## config.mk

```make
export PLATFORM = sky130hd
export DESIGN_NAME = scan_detection_debounce
export DESIGN_NICKNAME = d
export VERILOG_FILES = /design/src/design/scan_debounce_pkg.sv /design/src/design/scan_detection_debounce.sv
export VERILOG_INCLUDE_DIRS = /design/src /design/src/design
export SDC_FILE = /design/constraint.sdc
export NUM_CORES = 1
export LEC_CHECK = 0
export BUFFER_PORTS_ARGS = -buffer_cell sky130_fd_sc_hd__buf_2
export CAP_MARGIN = 20
export CORE_ASPECT_RATIO = 0.9
export CORE_MARGIN = 2
export CORE_UTILIZATION = 55
export DETAILED_ROUTE_END_ITERATION = 16
export GPL_TIMING_DRIVEN = 0
export PLACE_DENSITY = 0.77
export SYNTH_ARGS = -nofsm -noshare
export SYNTH_HDL_FRONTEND = slang
export SYNTH_SLANG_ARGS = --single-unit
```

## constraint.sdc

```tcl
create_clock -name sys_clk_i -period 5.95 [get_ports sys_clk_i]
set_clock_uncertainty 0.2 [all_clocks]
set_input_delay 0.8925 -clock sys_clk_i [delete_from_list [all_inputs] [get_ports sys_clk_i]]
set_output_delay 0.8925 -clock sys_clk_i [all_outputs]
set_load 0.05 [all_outputs]
```

## src/design/scan_debounce_defs.svh

```systemverilog
`ifndef SCAN_DEBOUNCE_DEFS_SVH
`define SCAN_DEBOUNCE_DEFS_SVH

// Register byte addresses
`define SD_ADDR_CTRL     8'h00
`define SD_ADDR_STAT     8'h04
`define SD_ADDR_FLD      8'h10
`define SD_FLD_STRIDE    8'h04

// Plane control word field positions
`define SD_C_N           0
`define SD_C_PS          5
`define SD_C_NCS         7
`define SD_C_CLREN       12
`define SD_C_CLR         13
`define SD_C_FAST        18
`define SD_C_INTF        19
`define SD_C_RES         21

// Per-field word field positions
`define SD_F_OVR         0
`define SD_F_N           1
`define SD_F_RES         6
`define SD_F_CLR         9

// Status word field positions
`define SD_S_ON          0
`define SD_S_PS          8
`define SD_S_PER         16

// Reset values
`define SD_RST_N         5'h02
`define SD_RST_NCS       5'h01
`define SD_RST_CLR       5'h02
`define SD_RST_RES       3'h1

// Count limits
`define SD_N_MIN         5'h02
`define SD_N_MAX         5'h10
`define SD_NCS_FAST      5'h01
`define SD_CLR_LONG      5'h06
`define SD_CNT_SAT       5'h1F
`define SD_RES_MAX       3'h6

// Scan cycle times in ms: 40/30 short range, 50/40 long range
`define SD_CYC_SHORT_FULL_MS 8'h28
`define SD_CYC_SHORT_FAST_MS 8'h1E
`define SD_CYC_LONG_FULL_MS  8'h32
`define SD_CYC_LONG_FAST_MS  8'h28
`define SD_INTF_STEP_MS      8'h01

// Time base
`define SD_MS_NS         1000000
`define SD_CLK_NS        10
`define SD_CYC_PER_MS    (`SD_MS_NS / `SD_CLK_NS)

`endif

```

## src/design/scan_debounce_pkg.sv

```systemverilog
package scan_debounce_pkg;

   typedef enum logic [1:0] {PS_FAST, PS_ROBUST, PS_USER} ps_mode_e;

   typedef enum logic [2:0] {RES_30, RES_40, RES_50, RES_60, RES_70, RES_150, RES_200} res_e;

   typedef logic [4:0] cnt_t;

   typedef struct packed {
      cnt_t     samples;
      ps_mode_e ps_mode;
      cnt_t     ncs_user;
      logic     clr_en;
      cnt_t     clr_cnt;
      logic     fast_cyc;
      logic [1:0] intf;
      res_e     res;
   } plane_cfg_s;

   typedef struct packed {
      logic     ovr;
      cnt_t     samples;
      res_e     res;
      cnt_t     clr_cnt;
   } field_cfg_s;

endpackage

```

## src/design/scan_detection_debounce.sv

```systemverilog
// Summary of operation
// - An object must be seen on a programmable count of consecutive scans, held between 2 and 16, before a field trips.
// - In fast post-switch mode a single occupied scan right after a case switch trips the field.
// - In robust post-switch mode the first evaluation after a case switch needs the sample count minus one.
// - In user post-switch mode the programmed count is used but never above the sample count minus one.
// - By default a tripped field is restored only after as many consecutive free scans as the detection count.
// - With the clear override on, a separate free-scan count for the plane or the field is used instead.
// - After a long occupancy a free-scan count below 6 is raised to 6.
// - Short-range variants scan every 40 ms, or 30 ms in fast mode.
// - Long-range variants scan every 50 ms, or 40 ms in fast mode.
// - Each field uses the plane sample count and object size unless its own override is set.
// - Object size is one of 30, 40, 50, 60, 70, 150 or 200 mm, with 60 mm only on variants that have it.
// - Each scan period is lengthened by 0, 1, 2 or 3 ms for interference modes one to four.
//
// Chosen here: the address-and-strobe port and the register offsets.
`timescale 1ns/100ps
`include "scan_debounce_defs.svh"

module scan_detection_debounce #(
   parameter int   NF         = 4,
   parameter int   CYC_PER_MS = `SD_CYC_PER_MS,
   parameter bit   LONG_RANGE = 1'b0,
   parameter bit   HAS_60MM   = 1'b1,
   parameter scan_debounce_pkg::cnt_t LONG_SCANS = 5'h10
) (
   // Clock and reset
   input  wire logic                           sys_clk_i,
   input  wire logic                           rst_i,
   // Register port
   input  wire logic [7:0]                     addr_i,
   input  wire logic [31:0]                    wdata_i,
   input  wire logic                           wr_i,
   input  wire logic                           rd_i,
   output logic      [31:0]                    rdata_o,
   // Scan engine side
   input  wire logic [NF-1:0]                  field_occ_i,
   input  wire logic                           case_switch_i,
   output logic                                scan_tick_o,
   output scan_debounce_pkg::res_e [NF-1:0]    field_res_o,
   // Machine control side
   output logic      [NF-1:0]                  safe_on_o
);
   import scan_debounce_pkg::*;

   localparam int MSW = $clog2(CYC_PER_MS + 1);

   plane_cfg_s        pcfg_ff,    nxt_pcfg;
   field_cfg_s        fcfg_ff     [NF];
   field_cfg_s        nxt_fcfg    [NF];
   logic [31:0]       rdata_ff,   nxt_rdata;
   logic [MSW-1:0]    ms_cnt_ff,  nxt_ms_cnt;
   logic [7:0]        per_cnt_ff, nxt_per_cnt;
   logic              tick_ff,    nxt_tick;
   logic [7:0]        period_w;
   cnt_t              occ_ff      [NF];
   cnt_t              nxt_occ     [NF];
   cnt_t              free_ff     [NF];
   cnt_t              nxt_free    [NF];
   logic [NF-1:0]     on_ff,      nxt_on;
   logic [NF-1:0]     ps_ff,      nxt_ps;
   logic [NF-1:0]     long_ff,    nxt_long;
   res_e [NF-1:0]     res_ff,     nxt_res;
   cnt_t              n_w         [NF];
   cnt_t              ncs_w       [NF];
   cnt_t              clr_w       [NF];

   function automatic cnt_t clamp_n(input cnt_t v);
      if (v < `SD_N_MIN) begin
         return `SD_N_MIN;
      end
      if (v > `SD_N_MAX) begin
         return `SD_N_MAX;
      end
      return v;
   endfunction

   function automatic cnt_t clamp_1(input cnt_t v, input cnt_t hi);
      if (v > hi) begin
         return hi;
      end
      if (v == 5'h00) begin
         return 5'h01;
      end
      return v;
   endfunction

   function automatic logic res_ok(input logic [2:0] c);
      return (c <= `SD_RES_MAX) && ((c != 3'(RES_60)) || HAS_60MM);
   endfunction

   function automatic logic [7:0] cyc_ms(input logic fast);
      if (LONG_RANGE) begin
         return fast ? `SD_CYC_LONG_FAST_MS : `SD_CYC_LONG_FULL_MS;
      end
      return fast ? `SD_CYC_SHORT_FAST_MS : `SD_CYC_SHORT_FULL_MS;
   endfunction

   // Register file; illegal codes are dropped so no unsafe setting can be stored
   always_comb begin
      logic [31:0] fw;
      fw        = '0;
      nxt_pcfg  = pcfg_ff;
      nxt_fcfg  = fcfg_ff;
      nxt_rdata = '0;
      if (wr_i && (addr_i == `SD_ADDR_CTRL)) begin
         nxt_pcfg.samples  = clamp_n(wdata_i[`SD_C_N +: 5]);
         nxt_pcfg.ncs_user = wdata_i[`SD_C_NCS +: 5];
         nxt_pcfg.clr_en   = wdata_i[`SD_C_CLREN];
         nxt_pcfg.clr_cnt  = clamp_1(wdata_i[`SD_C_CLR +: 5], `SD_N_MAX);
         nxt_pcfg.fast_cyc = wdata_i[`SD_C_FAST];
         nxt_pcfg.intf     = wdata_i[`SD_C_INTF +: 2];
         if (wdata_i[`SD_C_PS +: 2] != 2'h3) begin
            nxt_pcfg.ps_mode = ps_mode_e'(wdata_i[`SD_C_PS +: 2]);
         end
         if (res_ok(wdata_i[`SD_C_RES +: 3])) begin
            nxt_pcfg.res = res_e'(wdata_i[`SD_C_RES +: 3]);
         end
      end
      for (int i = 0; i < NF; i++) begin
         if (wr_i && (addr_i == `SD_ADDR_FLD + 8'(`SD_FLD_STRIDE * i))) begin
            nxt_fcfg[i].ovr     = wdata_i[`SD_F_OVR];
            nxt_fcfg[i].samples = clamp_n(wdata_i[`SD_F_N +: 5]);
            nxt_fcfg[i].clr_cnt = clamp_1(wdata_i[`SD_F_CLR +: 5], `SD_N_MAX);
            if (res_ok(wdata_i[`SD_F_RES +: 3])) begin
               nxt_fcfg[i].res = res_e'(wdata_i[`SD_F_RES +: 3]);
            end
         end
         if (rd_i && (addr_i == `SD_ADDR_FLD + 8'(`SD_FLD_STRIDE * i))) begin
            fw[`SD_F_OVR]      = fcfg_ff[i].ovr;
            fw[`SD_F_N +: 5]   = fcfg_ff[i].samples;
            fw[`SD_F_RES +: 3] = fcfg_ff[i].res;
            fw[`SD_F_CLR +: 5] = fcfg_ff[i].clr_cnt;
            nxt_rdata          = fw;
         end
      end
      if (rd_i && (addr_i == `SD_ADDR_CTRL)) begin
         nxt_rdata[`SD_C_N +: 5]   = pcfg_ff.samples;
         nxt_rdata[`SD_C_PS +: 2]  = pcfg_ff.ps_mode;
         nxt_rdata[`SD_C_NCS +: 5] = pcfg_ff.ncs_user;
         nxt_rdata[`SD_C_CLREN]    = pcfg_ff.clr_en;
         nxt_rdata[`SD_C_CLR +: 5] = pcfg_ff.clr_cnt;
         nxt_rdata[`SD_C_FAST]     = pcfg_ff.fast_cyc;
         nxt_rdata[`SD_C_INTF +: 2] = pcfg_ff.intf;
         nxt_rdata[`SD_C_RES +: 3] = pcfg_ff.res;
      end
      if (rd_i && (addr_i == `SD_ADDR_STAT)) begin
         nxt_rdata[`SD_S_ON +: NF]  = on_ff;
         nxt_rdata[`SD_S_PS +: NF]  = ps_ff;
         nxt_rdata[`SD_S_PER +: 8]  = period_w;
      end
   end

   always_ff @(posedge sys_clk_i or posedge rst_i) begin
      if (rst_i) begin
         pcfg_ff <= '{samples: `SD_RST_N, ps_mode: PS_FAST, ncs_user: `SD_RST_NCS, clr_en: 1'b0,
                      clr_cnt: `SD_RST_CLR, fast_cyc: 1'b0, intf: 2'h0, res: res_e'(`SD_RST_RES)};
         for (int i = 0; i < NF; i++) begin
            fcfg_ff[i] <= '{ovr: 1'b0, samples: `SD_RST_N, res: res_e'(`SD_RST_RES), clr_cnt: `SD_RST_CLR};
         end
         rdata_ff <= '0;
      end else begin
         pcfg_ff  <= nxt_pcfg;
         fcfg_ff  <= nxt_fcfg;
         rdata_ff <= nxt_rdata;
      end
   end

   assign rdata_o = rdata_ff;

   // Scan time base: cycle time plus interference supplement
   assign period_w = cyc_ms(pcfg_ff.fast_cyc) + 8'(`SD_INTF_STEP_MS * pcfg_ff.intf);

   always_comb begin
      nxt_ms_cnt  = ms_cnt_ff + MSW'(1);
      nxt_per_cnt = per_cnt_ff;
      nxt_tick    = 1'b0;
      if (ms_cnt_ff >= MSW'(CYC_PER_MS - 1)) begin
         nxt_ms_cnt = '0;
         // Compare with >= so a shorter period written mid-scan cannot overrun
         if (per_cnt_ff >= period_w - 8'h01) begin
            nxt_per_cnt = '0;
            nxt_tick    = 1'b1;
         end else begin
            nxt_per_cnt = per_cnt_ff + 8'h01;
         end
      end
   end

   always_ff @(posedge sys_clk_i or posedge rst_i) begin
      if (rst_i) begin
         ms_cnt_ff  <= '0;
         per_cnt_ff <= '0;
         tick_ff    <= 1'b0;
      end else begin
         ms_cnt_ff  <= nxt_ms_cnt;
         per_cnt_ff <= nxt_per_cnt;
         tick_ff    <= nxt_tick;
      end
   end

   assign scan_tick_o = tick_ff;

   // Effective per-field thresholds
   always_comb begin
      cnt_t clr_base;
      clr_base = '0;
      for (int i = 0; i < NF; i++) begin
         n_w[i]     = fcfg_ff[i].ovr ? fcfg_ff[i].samples : pcfg_ff.samples;
         nxt_res[i] = fcfg_ff[i].ovr ? fcfg_ff[i].res : pcfg_ff.res;
         case (pcfg_ff.ps_mode)
            PS_FAST:   ncs_w[i] = `SD_NCS_FAST;
            PS_ROBUST: ncs_w[i] = n_w[i] - 5'h01;
            PS_USER:   ncs_w[i] = clamp_1(pcfg_ff.ncs_user, n_w[i] - 5'h01);
            default:   ncs_w[i] = `SD_NCS_FAST;
         endcase
         if (pcfg_ff.clr_en) begin
            clr_base = fcfg_ff[i].ovr ? fcfg_ff[i].clr_cnt : pcfg_ff.clr_cnt;
         end else begin
            clr_base = n_w[i];
         end
         clr_w[i] = (long_ff[i] && (clr_base < `SD_CLR_LONG)) ? `SD_CLR_LONG : clr_base;
      end
   end

   // Per-field debounce; safety outputs start OFF until the field is proven free
   always_comb begin
      cnt_t occ_inc;
      occ_inc  = '0;
      nxt_occ  = occ_ff;
      nxt_free = free_ff;
      nxt_on   = on_ff;
      nxt_ps   = ps_ff;
      nxt_long = long_ff;
      for (int i = 0; i < NF; i++) begin
         occ_inc = (occ_ff[i] == `SD_CNT_SAT) ? `SD_CNT_SAT : occ_ff[i] + 5'h01;
         if (tick_ff && field_occ_i[i]) begin
            nxt_occ[i]  = occ_inc;
            nxt_free[i] = '0;
            if (on_ff[i] && (occ_inc >= (ps_ff[i] ? ncs_w[i] : n_w[i]))) begin
               nxt_on[i] = 1'b0;
               nxt_ps[i] = 1'b0;
            end
            if (!on_ff[i] && (occ_inc >= LONG_SCANS)) begin
               nxt_long[i] = 1'b1;
            end
         end else if (tick_ff) begin
            nxt_occ[i] = '0;
            nxt_ps[i]  = 1'b0;
            if (!on_ff[i]) begin
               if (free_ff[i] + 5'h01 >= clr_w[i]) begin
                  nxt_on[i]   = 1'b1;
                  nxt_free[i] = '0;
                  nxt_long[i] = 1'b0;
               end else begin
                  nxt_free[i] = free_ff[i] + 5'h01;
               end
            end
         end
         // A switch arriving with a tick wins: the new case starts counting afresh
         if (case_switch_i) begin
            nxt_ps[i]  = 1'b1;
            nxt_occ[i] = '0;
         end
      end
   end

   always_ff @(posedge sys_clk_i or posedge rst_i) begin
      if (rst_i) begin
         for (int i = 0; i < NF; i++) begin
            occ_ff[i]  <= '0;
            free_ff[i] <= '0;
            res_ff[i]  <= res_e'(`SD_RST_RES);
         end
         on_ff   <= '0;
         ps_ff   <= '0;
         long_ff <= '0;
      end else begin
         occ_ff  <= nxt_occ;
         free_ff <= nxt_free;
         on_ff   <= nxt_on;
         ps_ff   <= nxt_ps;
         long_ff <= nxt_long;
         res_ff  <= nxt_res;
      end
   end

   assign safe_on_o   = on_ff;
   assign field_res_o = res_ff;
endmodule

```

# Yosys cells after proc, flatten, opt, wreduce, memory -nomap -nowiden
# Cells that the tools add are included.
word_totals:
  register_bits: 202
  latchBits: 0
  ramBits: 0
  romBits: 0
  inputBits: 49
  out_inout_bits: 49
  wordCells: 413
  memories: 0
op_classes:
  add_sub_neg: 16
  n_mul: 0
  div: 0
  n_lt_le_gt_ge: 30
  n_eq_ne: 28
  n_shift: 0
  n_mux: 218
  n_bitwise: 0
  reduce_logical: 69
op_table:
  columns: ["cell", "count"]
  rows:
  - ["$mux 5", 93]
  - ["$mux 1", 106]
  - ["$mux 32", 3]
  - ["$add 5x1->5 const B", 8]
  - ["$ge 5x5->1", 8]
  - ["$pmux 5 s2", 4]
  - ["$reduce_and 2->1", 18]
  - ["$eq 8x5->1 const B", 4]
  - ["$logic_and 1x1->1", 27]
  - ["$mux 24", 1]
  - ["$ne 2x1->1 const B", 12]
  - ["$eq 5x5->1 const B", 4]
  - ["$ge 5x5->1 const B", 4]
  - ["$gt 5x5->1", 4]
  - ["$gt 5x5->1 const B", 4]
  - ["$lt 5x3->1 const B", 4]
  - ["$sub 5x1->5 const B", 4]
  - ["$add 17x1->17 const B", 1]
  - ["$ge 17x17->1 const B", 1]
  - ["$mux 17", 1]
  - ["$mux 8", 2]
  - ["$reduce_and 4->1", 4]
  - ["$reduce_bool 2->1", 8]
  - ["$logic_not 5->1", 3]
  - ["other kinds (18)", 33]

# Longest topological paths before layout
# Gate-level depths: netlist (run 1).
depth:
  depth_word: 16
  depth_mapped: 26
  ltp_nobuf: 24

# Least setup slack after synthesis (run 1)
# Ideal clock, no wire load.
synth_timing:
  kind: "register -> register"
  startpoint: "reg fcfg_ff[13] (netlist bit)"
  endpoint: "reg ps_ff[3]"
  setup_ns: 0.065
  t_arrival_ns: 4.324
  required_ns: 5.685
  slack_ns: 1.362
  stages_incl_launch_ff: 25
  n_path_buf: 1
  synth_period_minus_slack_ns: 4.588
  path_cell_list: "dfrtp_1 -> clkbuf_1 -> mux2_2 -> inv_1 -> ha_1 -> nand2_1 -> nor2_1 -> xnor2_1 -> mux2i_1 -> inv_1 -> ha_1 -> and4_1 -> a22oi_1 -> mux2i_1 -> a21oi_1 -> a21oi_1 -> ha_1 -> nand2b_1 -> a21o_1 -> a21o_1 -> a21oi_1 -> nor2b_1 -> o21ai_0 -> a21o_1 -> a21o_1"
synth_between:
  elab_chain_len: 12
  elab_cells_between_ends: 15
  classes_between: "add/sub (1); order compare (2); eq/ne (1); mux (9); reduce/logical (2)"
synth_lines:
  columns: ["item", "line", "rtl"]
  rows:
  - ["start: declaration", "scan_detection_debounce.sv:48", "field_cfg_s fcfg_ff [NF];"]
  - ["start signal: indexed assignment", "scan_detection_debounce.sv:158", "fcfg_ff[i] <= '{ovr: 1'b0, samples: `SD_RST_N, res: res_e'(`SD_RST_RES), clr_cnt: `SD_RST_CLR};"]
  - ["start signal: assignment", "scan_detection_debounce.sv:163", "fcfg_ff <= nxt_fcfg;"]
  - ["$mux 5 (*)", "scan_detection_debounce.sv:208", "n_w[i] = fcfg_ff[i].ovr ? fcfg_ff[i].samples : pcfg_ff.samples;"]
  - ["$sub 5x1->5", "scan_detection_debounce.sv:212, scan_detection_debounce.sv:213", null]
  - ["$gt 5x5->1 / $mux 5 (equally long branches)", "scan_detection_debounce.sv:78", "if (v > hi) begin"]
  - ["$mux 1 / $mux 5 (equally long branches)", "scan_detection_debounce.sv:78, scan_detection_debounce.sv:81", null]
  - ["$mux 1 / $mux 5 (equally long branches)", "scan_detection_debounce.sv:210, scan_detection_debounce.sv:84", null]
  - ["$mux 5", "scan_detection_debounce.sv:81", "if (v == 5'h00) begin"]
  - ["$pmux 5 s2", "scan_detection_debounce.sv:210", "case (pcfg_ff.ps_mode)"]
  - ["$mux 5 (*)", "scan_detection_debounce.sv:239", "if (on_ff[i] && (occ_inc >= (ps_ff[i] ? ncs_w[i] : n_w[i]))) begin"]
  - ["$ge 5x5->1 (*)", "scan_detection_debounce.sv:239", null]
  - ["$logic_and 1x1->1 (*)", "scan_detection_debounce.sv:239", null]
  - ["$ne 3x2->1 (no source line) (*)", null, null]
  - ["$reduce_and 2->1 (no source line) (*)", null, null]
  - ["end signal: assignment", "scan_detection_debounce.sv:281", "ps_ff <= nxt_ps;"]
  - ["end: declaration", "scan_detection_debounce.sv:60", "logic [NF-1:0] ps_ff, nxt_ps;"]
# Mark *: on every way between the ends. The rest lies on a longest branch, timed or not. The select of a mux whose other input is x is not followed.
# A chain may end at the register's enable or synchronous reset.

# Worst setup path after layout (run 1)
# Ends and elaborated chain as after synthesis.

==> flow_metrics.env, run 1 <==
export IMPL_place_ws_ps=590.3
export IMPL_critPathSlowestCell="a22oi_1"
export IMPL_antenna_found_initial=1
export IMPL_htreeDepth=4
export IMPL_avgSynthCellArea_sq_um=9.373
export IMPL_cts_tree="yes"
export IMPL_syn_to_final_growth_pct=12.51
export IMPL_r2r_cells=23
export IMPL_worst_r2r_endpoint="ps_ff[3]"
export IMPL_vias_per_cell=6.107
export IMPL_final_nets=1522
export IMPL_clock_path_buffers=2
export IMPL_min_delay_path_class="input port to asynchronous set/reset pin"
export IMPL_worstSetupPathType="flop to flop"
export IMPL_grt_pass1_vias=10210
export IMPL_multi_input_area_sq_mm=0.006654
export IMPL_place_inst=1656
export IMPL_ant_nets=0
export IMPL_hold_viol=0
export IMPL_hpwlAfterDp_mm=24.95
export IMPL_std_cell_rows=51
export IMPL_die_w_um=159.4
export IMPL_synthSimpleGateAreaFrac=0.1624
export IMPL_clk_latency_ps=450
export IMPL_die_height_um=143.8
export IMPL_postCtsResizedCells=0
export IMPL_instances_no_fill=1689
export IMPL_synth_adder_area_share=0.09465
export IMPL_rsz0062_at_grt="no"
export IMPL_grt_overflow=0
export IMPL_die_area_sq_mm=0.02292
export IMPL_ys_seq_area_frac=0.4083
export IMPL_clock_sinks=194
export IMPL_max_freq_mhz=179.4
export IMPL_netlist_area_sq_mm=0.01195
export IMPL_maxSlewViolCount=0
export IMPL_period_minus_slack_ps=5575
export IMPL_diodes=0
export IMPL_drt_initial_drc_count=1007
export IMPL_synth_xor_area_frac=0.04021
export IMPL_yosysUniqueCellTypes=60
export IMPL_end_kind="flop"
export IMPL_seq_area_sq_mm=0.004880
export IMPL_io_pins=98
export IMPL_root_buffer="clkbuf_16"
export IMPL_cp_max_fo=7
export IMPL_tns_ps=0
export IMPL_drc_errors=0
export IMPL_vias=10310
export IMPL_power_density_mw_per_mm2=217.5
export IMPL_maxSlewHeadroom=0.3801
export IMPL_cts_hold_buffers_added=0
export IMPL_worst_pin_slew_ps=929.9
export IMPL_synth_top_family_by_area="simple AND/OR/NAND/NOR gates"
export IMPL_fp_coreArea_sq_mm=0.02150
export IMPL_run_status="finished, final reports clean"
export IMPL_r2r_slack_ps=380
export IMPL_worst_ep_required_time_ps=6130
export IMPL_peakVddDrop_v=0.0002045
export IMPL_crit_chain="clkbuf_1, mux2i_1, ha_1, nand2_1, nor2_1, xnor2_1, mux2i_1, inv_1, ha_1, and4_1, a22oi_1, mux2i_1, a21oi_1, a21oi_1, ha_1, nand2b_1, a21o_1, a21o_1, a21oi_1, nor2b_1, o21ai_0, a21o_1, a21o_1"
export IMPL_path_common_cell="a21o_1"
export IMPL_synth_seq_cells=194
export IMPL_finalCritPeriodShare=0.9369
export IMPL_firstDrtPassIters=8
export IMPL_yosys_warnings=0
export IMPL_fin_total_pwr_mw=2.924
export IMPL_grt_pass1_wl_mm=54.14
export IMPL_cts_setup_buffers=0
export IMPL_cts_buffers_inserted=17
export IMPL_finalSetupViolCount=0
export IMPL_wirelength_mm=33.70
export IMPL_setup_ws_ps=375.3
export IMPL_whs_ps=263.3
export IMPL_critPathArrivalTime_ps=5760
export IMPL_place_congestion=0.9875
export IMPL_r2r_start="fcfg_ff[13]"
export IMPL_syn_inst=1275
export IMPL_async_reset_ff_frac=1.000
export IMPL_cts_clk_slew_worst_paths_ps=90
export IMPL_leakage_nw=6.216
export IMPL_synth_ff_type="dfrtp_1"
export IMPL_grt_util_all_layers=0.3019
export IMPL_synth_compound_area_frac=0.1622
export IMPL_grt_max_degree=42
export IMPL_slowest_delay_ps=610
export IMPL_synth_edf_count=0
export IMPL_nFillCells=1816
export IMPL_initial_core_util=0.5557
export IMPL_drv_cap=0
export IMPL_drive_above_1_share=0.1459
export IMPL_start_kind="flop"
export IMPL_io_buffers=77
export IMPL_synth_mux_area_frac=0.09486
export IMPL_wl_per_cell_um=19.95
cells by family after synthesis:
group,count (synthesis)
simple gates,414
buf+inv,108
flops,194
xor+xnor,54
fa+ha+maj,90
compound gates,308
mux,106
other cells,1
metal layers:
metal | share of wire | routed length (um) | track usage
met2 | 0.45 | 15180 | 0.4741
met4 | 0.035 | 1196 | 0.1139
met3 | 0.10 | 3395 | 0.09293
met5 | 0 | 0 | 0
met1 | 0.41 | 13930 | 0.3955
stage by stage:
step / cell area [sq um] / util
2_1_floorplan: 11980 / -
3_3_place_gp: 12730 / 0.5920
3_5_place_dp: 12840 / 0.5970
4_1_cts: 13440 / 0.6250
5_1_grt: 13450 / 0.6252
6_report: 13450 / 0.6252
power by group:
group | leakage, nW | total [mW] | switching [mW] | internal, mW
Clock | 0.296 | 1.18 | 0.605 | 0.573
Combinational | 3.37 | 0.359 | 0.230 | 0.129
Sequential | 2.55 | 1.39 | 0.0324 | 1.35
worst max-delay path by stage:
stage / start / to / slack [ps] / cells past startpoint
after floorplan: fcfg_ff[13] / ps_ff[3] / 1360 / 24
after global placement: fcfg_ff[13] / ps_ff[3] / 740 / 24
after detailed placement: fcfg_ff[13] / ps_ff[3] / 590 / 24
after CTS: fcfg_ff[13] / ps_ff[3] / 530 / 23
after global routing: fcfg_ff[13] / ps_ff[3] / 50 / 23
final: fcfg_ff[13] / ps_ff[3] / 380 / 23
cell usage after synthesis, drive strengths merged, types with 13 or more instances:
cell    instances  share of area
nand3          55          0.023
o22a           18          0.013
o21ai          98          0.041
buf            14         0.0075
dfstp          20          0.044
nor2           85          0.027
a21oi          71          0.030
mux2           45          0.042
clkbuf         46          0.014
nand2b         36          0.019
inv            47          0.015
a22oi          26          0.016
mux2i          61          0.052
and3           13         0.0068
a21o           38          0.024
dfrtp         174           0.36
nand2         159          0.050
ha             87          0.091
xnor2          35          0.026
xor2           19          0.014
sequential cells by signal, indices dropped and copies added, names as in the netlist:
name	count
ms_cnt_ff	17
occ_ff	20
long_ff	4
pcfg_ff	24
free_ff	20
rdata_o	24
per_cnt_ff	8
fcfg_ff	56
safe_on_o	4
scan_tick_o	1
field_res_o	12
ps_ff	4
critical path, delay by kind of cell, from the launching register on:
kind | cells | cell delay, ps
muxes | 3 | 1070
buffers and inverters | 2 | 530
adders and majority gates | 3 | 830
AOI/OAI and AO/OA | 9 | 1840
DFF | 1 | 320
xor gates and xnor gates | 1 | 80
and+or+nand+nor | 5 | 620
final cells by class:
cell class              instances  area share
multi-input cells             980      0.4949
flip-flops and latches        194      0.3629
repair buffers                 84     0.03704
clock buffers                  17     0.03164
well taps                     291     0.02708
plain buffers                  60     0.01954
inverters                      48     0.01368
clock inverters                15     0.01321
cell usage in the layout (no fill, tap or decap), types with 45 or more instances in the layout:
master / n
dfrtp_1: 174
nand2_1: 159
o21ai_0: 98
ha_1: 87
nor2_1: 85
buf_2: 78
a21oi_1: 71
mux2i_1: 59
nand3_1: 54
clkbuf_1: 46
inv_1: 46
mux2_2: 45
(Power assumes the default switching activity.)
==> run 2: changes to the inputs <==
--- a/config.mk
+++ b/config.mk
@@ -10,10 +10,11 @@
 export CAP_MARGIN = 20
 export CORE_ASPECT_RATIO = 0.9
 export CORE_MARGIN = 2
-export CORE_UTILIZATION = 55
+export CORE_UTILIZATION = 46
 export DETAILED_ROUTE_END_ITERATION = 16
 export GPL_TIMING_DRIVEN = 0
-export PLACE_DENSITY = 0.77
+export PLACE_DENSITY = 0.66
+export SETUP_SLACK_MARGIN = 0.05
 export SYNTH_ARGS = -nofsm -noshare
 export SYNTH_HDL_FRONTEND = slang
 export SYNTH_SLANG_ARGS = --single-unit
==> run 2 against run 1 <==
Net effect:
- hold slack got worse by 110 ps
- cell area increased by 0.72%
- non-clock buffer count decreased by 1
- sequential cell count unchanged
- register-to-register slack improved by 20 ps
==> flow_metrics.env, run 2 (same netlist as run 1, synthesis figures left out) <==
export IMPL_run_status="finished, final reports clean"
export IMPL_die_area_sq_mm=0.02729
export IMPL_worst_pin_slew_ps=1033
export IMPL_rsz0062_at_grt="no"
export IMPL_place_inst=1707
export IMPL_cts_hold_buffers_added=0
export IMPL_min_delay_path_class="input port to asynchronous set/reset pin"
export IMPL_io_buffers=77
export IMPL_finalSetupViolCount=0
export IMPL_wirelength_mm=34.53
export IMPL_drc_errors=0
export IMPL_worstSetupPathType="flop to flop"
export IMPL_clock_path_buffers=2
export IMPL_largest_reg_flops=56
export IMPL_final_nets=1521
export IMPL_drt_initial_drc_count=947
export IMPL_maxSlewHeadroom=0.3047
export IMPL_path_common_cell="a21oi_1"
export IMPL_grt_overflow=0
export IMPL_clk_latency_ps=460
export IMPL_diodes=0
export IMPL_peakVddDrop_v=0.0001828
export IMPL_hpwlAfterDp_mm=25.53
export IMPL_cts_clk_slew_worst_paths_ps=80
export IMPL_firstDrtPassIters=6
export IMPL_post_route_util=0.5347
export IMPL_grt_util_all_layers=0.2619
export IMPL_syn_to_final_growth_pct=13.32
export IMPL_vias=10130
export IMPL_power_density_mw_per_mm2=224.0
export IMPL_slowest_delay_ps=640
export IMPL_critPathArrivalTime_ps=5730
export IMPL_instances_no_fill=1739
export IMPL_io_pins=98
export IMPL_hold_viol=0
export IMPL_die_height_um=156.9
export IMPL_initial_core_util=0.4719
export IMPL_fp_coreArea_sq_mm=0.02532
export IMPL_htreeDepth=4
export IMPL_finalCritPeriodShare=0.9335
export IMPL_postCtsResizedCells=0
export IMPL_r2r_slack_ps=400
export IMPL_root_buffer="clkbuf_16"
export IMPL_nFillCells=2364
export IMPL_maxSlewViolCount=0
export IMPL_cts_setup_buffers=0
export IMPL_layout_commonest_cell="dfrtp_1"
export IMPL_grt_pass1_wl_mm=55.03
export IMPL_final_cell_area_sq_mm=0.01354
export IMPL_setup_ws_ps=395.7
export IMPL_pwr_share_comb=0.117
export IMPL_drive_above_1_share=0.1446
export IMPL_antenna_found_initial=1
export IMPL_grt_max_degree=40
export IMPL_tns_ps=0
export IMPL_switching_share=0.2722
export IMPL_power_frac_clock=0.426
export IMPL_final_cell_mix="174 x dfrtp_1, 159 x nand2_1, 98 x o21ai_0"
export IMPL_worst_ep_required_time_ps=6130
export IMPL_critPathSlowestCell="mux2i_1"
export IMPL_top_register="fcfg_ff"
export IMPL_place_ws_ps=582.4
export IMPL_die_w_um=173.9
export IMPL_period_minus_slack_ps=5554
export IMPL_ant_nets=0
export IMPL_postPlaceCellArea_sq_mm=0.01290
export IMPL_wl_per_cell_um=19.86
export IMPL_power_switching_mw=0.8256
export IMPL_start_kind="flop"
export IMPL_std_cell_rows=55
export IMPL_multi_input_area_sq_mm=0.006654
export IMPL_cp_max_fo=7
export IMPL_place_congestion=0.9697
export IMPL_drv_cap=0
export IMPL_cts_buffers_inserted=17
export IMPL_worst_r2r_endpoint="safe_on_o[1]"
export IMPL_cts_tree="yes"
export IMPL_p_int_mw=2.208
export IMPL_seq_area_sq_mm=0.004880
export IMPL_r2r_cells=25
export IMPL_vias_per_cell=5.824
export IMPL_max_freq_mhz=180.0
export IMPL_clock_sinks=194
export IMPL_grt_pass1_vias=9840
export IMPL_leakage_nw=6.223
export IMPL_pwr_share_seq=0.457
export IMPL_r2r_start="fcfg_ff[41]"
export IMPL_end_kind="flop"
-- run 2: how the worst max path moves through the flow --
stage	end	startpoint	slack [ps]	cells after the start
after global routing	safe_on_o[1]	fcfg_ff[41]	80	25
after floorplan	ps_ff[3]	fcfg_ff[13]	1360	24
final	safe_on_o[1]	fcfg_ff[41]	400	25
after detailed placement	safe_on_o[1]	fcfg_ff[41]	580	25
after CTS	safe_on_o[1]	fcfg_ff[41]	570	25
after global placement	ps_ff[3]	fcfg_ff[13]	710	24
-- run 2: worst max-delay path, delay by kind of cell (launching register included) --
family / cells / cell delay [ps]
flip-flops: 1 / 330
multiplexers: 3 / 1060
AO/OA/AOI/OAI: 10 / 1610
XOR/XNOR: 1 / 80
adder cells (fa/ha/maj): 3 / 890
buffers and inverters: 4 / 870
AND/OR/NAND/NOR: 4 / 430
-- run 2: cell type report --
cell class,instances,share of cell area
Tap cell,342,0.03160
Timing Repair Buffer,83,0.03640
Sequential cell,194,0.3603
Buffer,60,0.01940
Clock inverter,13,0.01460
Multi-Input combinational cell,980,0.4914
Clock buffer,19,0.03271
Inverter,48,0.01358
-- run 2: power by group through the flow --
stage                     logic, mW  clock network, mW  registers (mW)
after global placement        0.335                  0            1.41
after global routing          0.393               1.36            1.39
after floorplan               0.227                  0            1.42
after CTS                     0.353               1.30            1.39
final                         0.356               1.29            1.39
after detailed placement      0.351                  0            1.41
-- run 2: through the flow --
| step | hold slack [ps] | total power, mW |
|---|---|---|
| 3_3_place_gp | 276.4 | 1.745 |
| 6_report | 154.1 | 3.033 |
| 4_1_cts | 161.0 | 3.042 |
| 3_5_place_dp | 283.4 | 1.761 |
| 5_1_grt | 169.3 | 3.139 |
| 2_1_floorplan | 254.9 | 1.649 |
-- run 2: per-layer routing --
| metal | track usage | wire length [um] |
|---|---|---|
| met5 | 0 | 11 |
| met3 | 0.06425 | 2827 |
| met2 | 0.4166 | 15610 |
| met4 | 0.07923 | 724 |
| met1 | 0.3554 | 15350 |
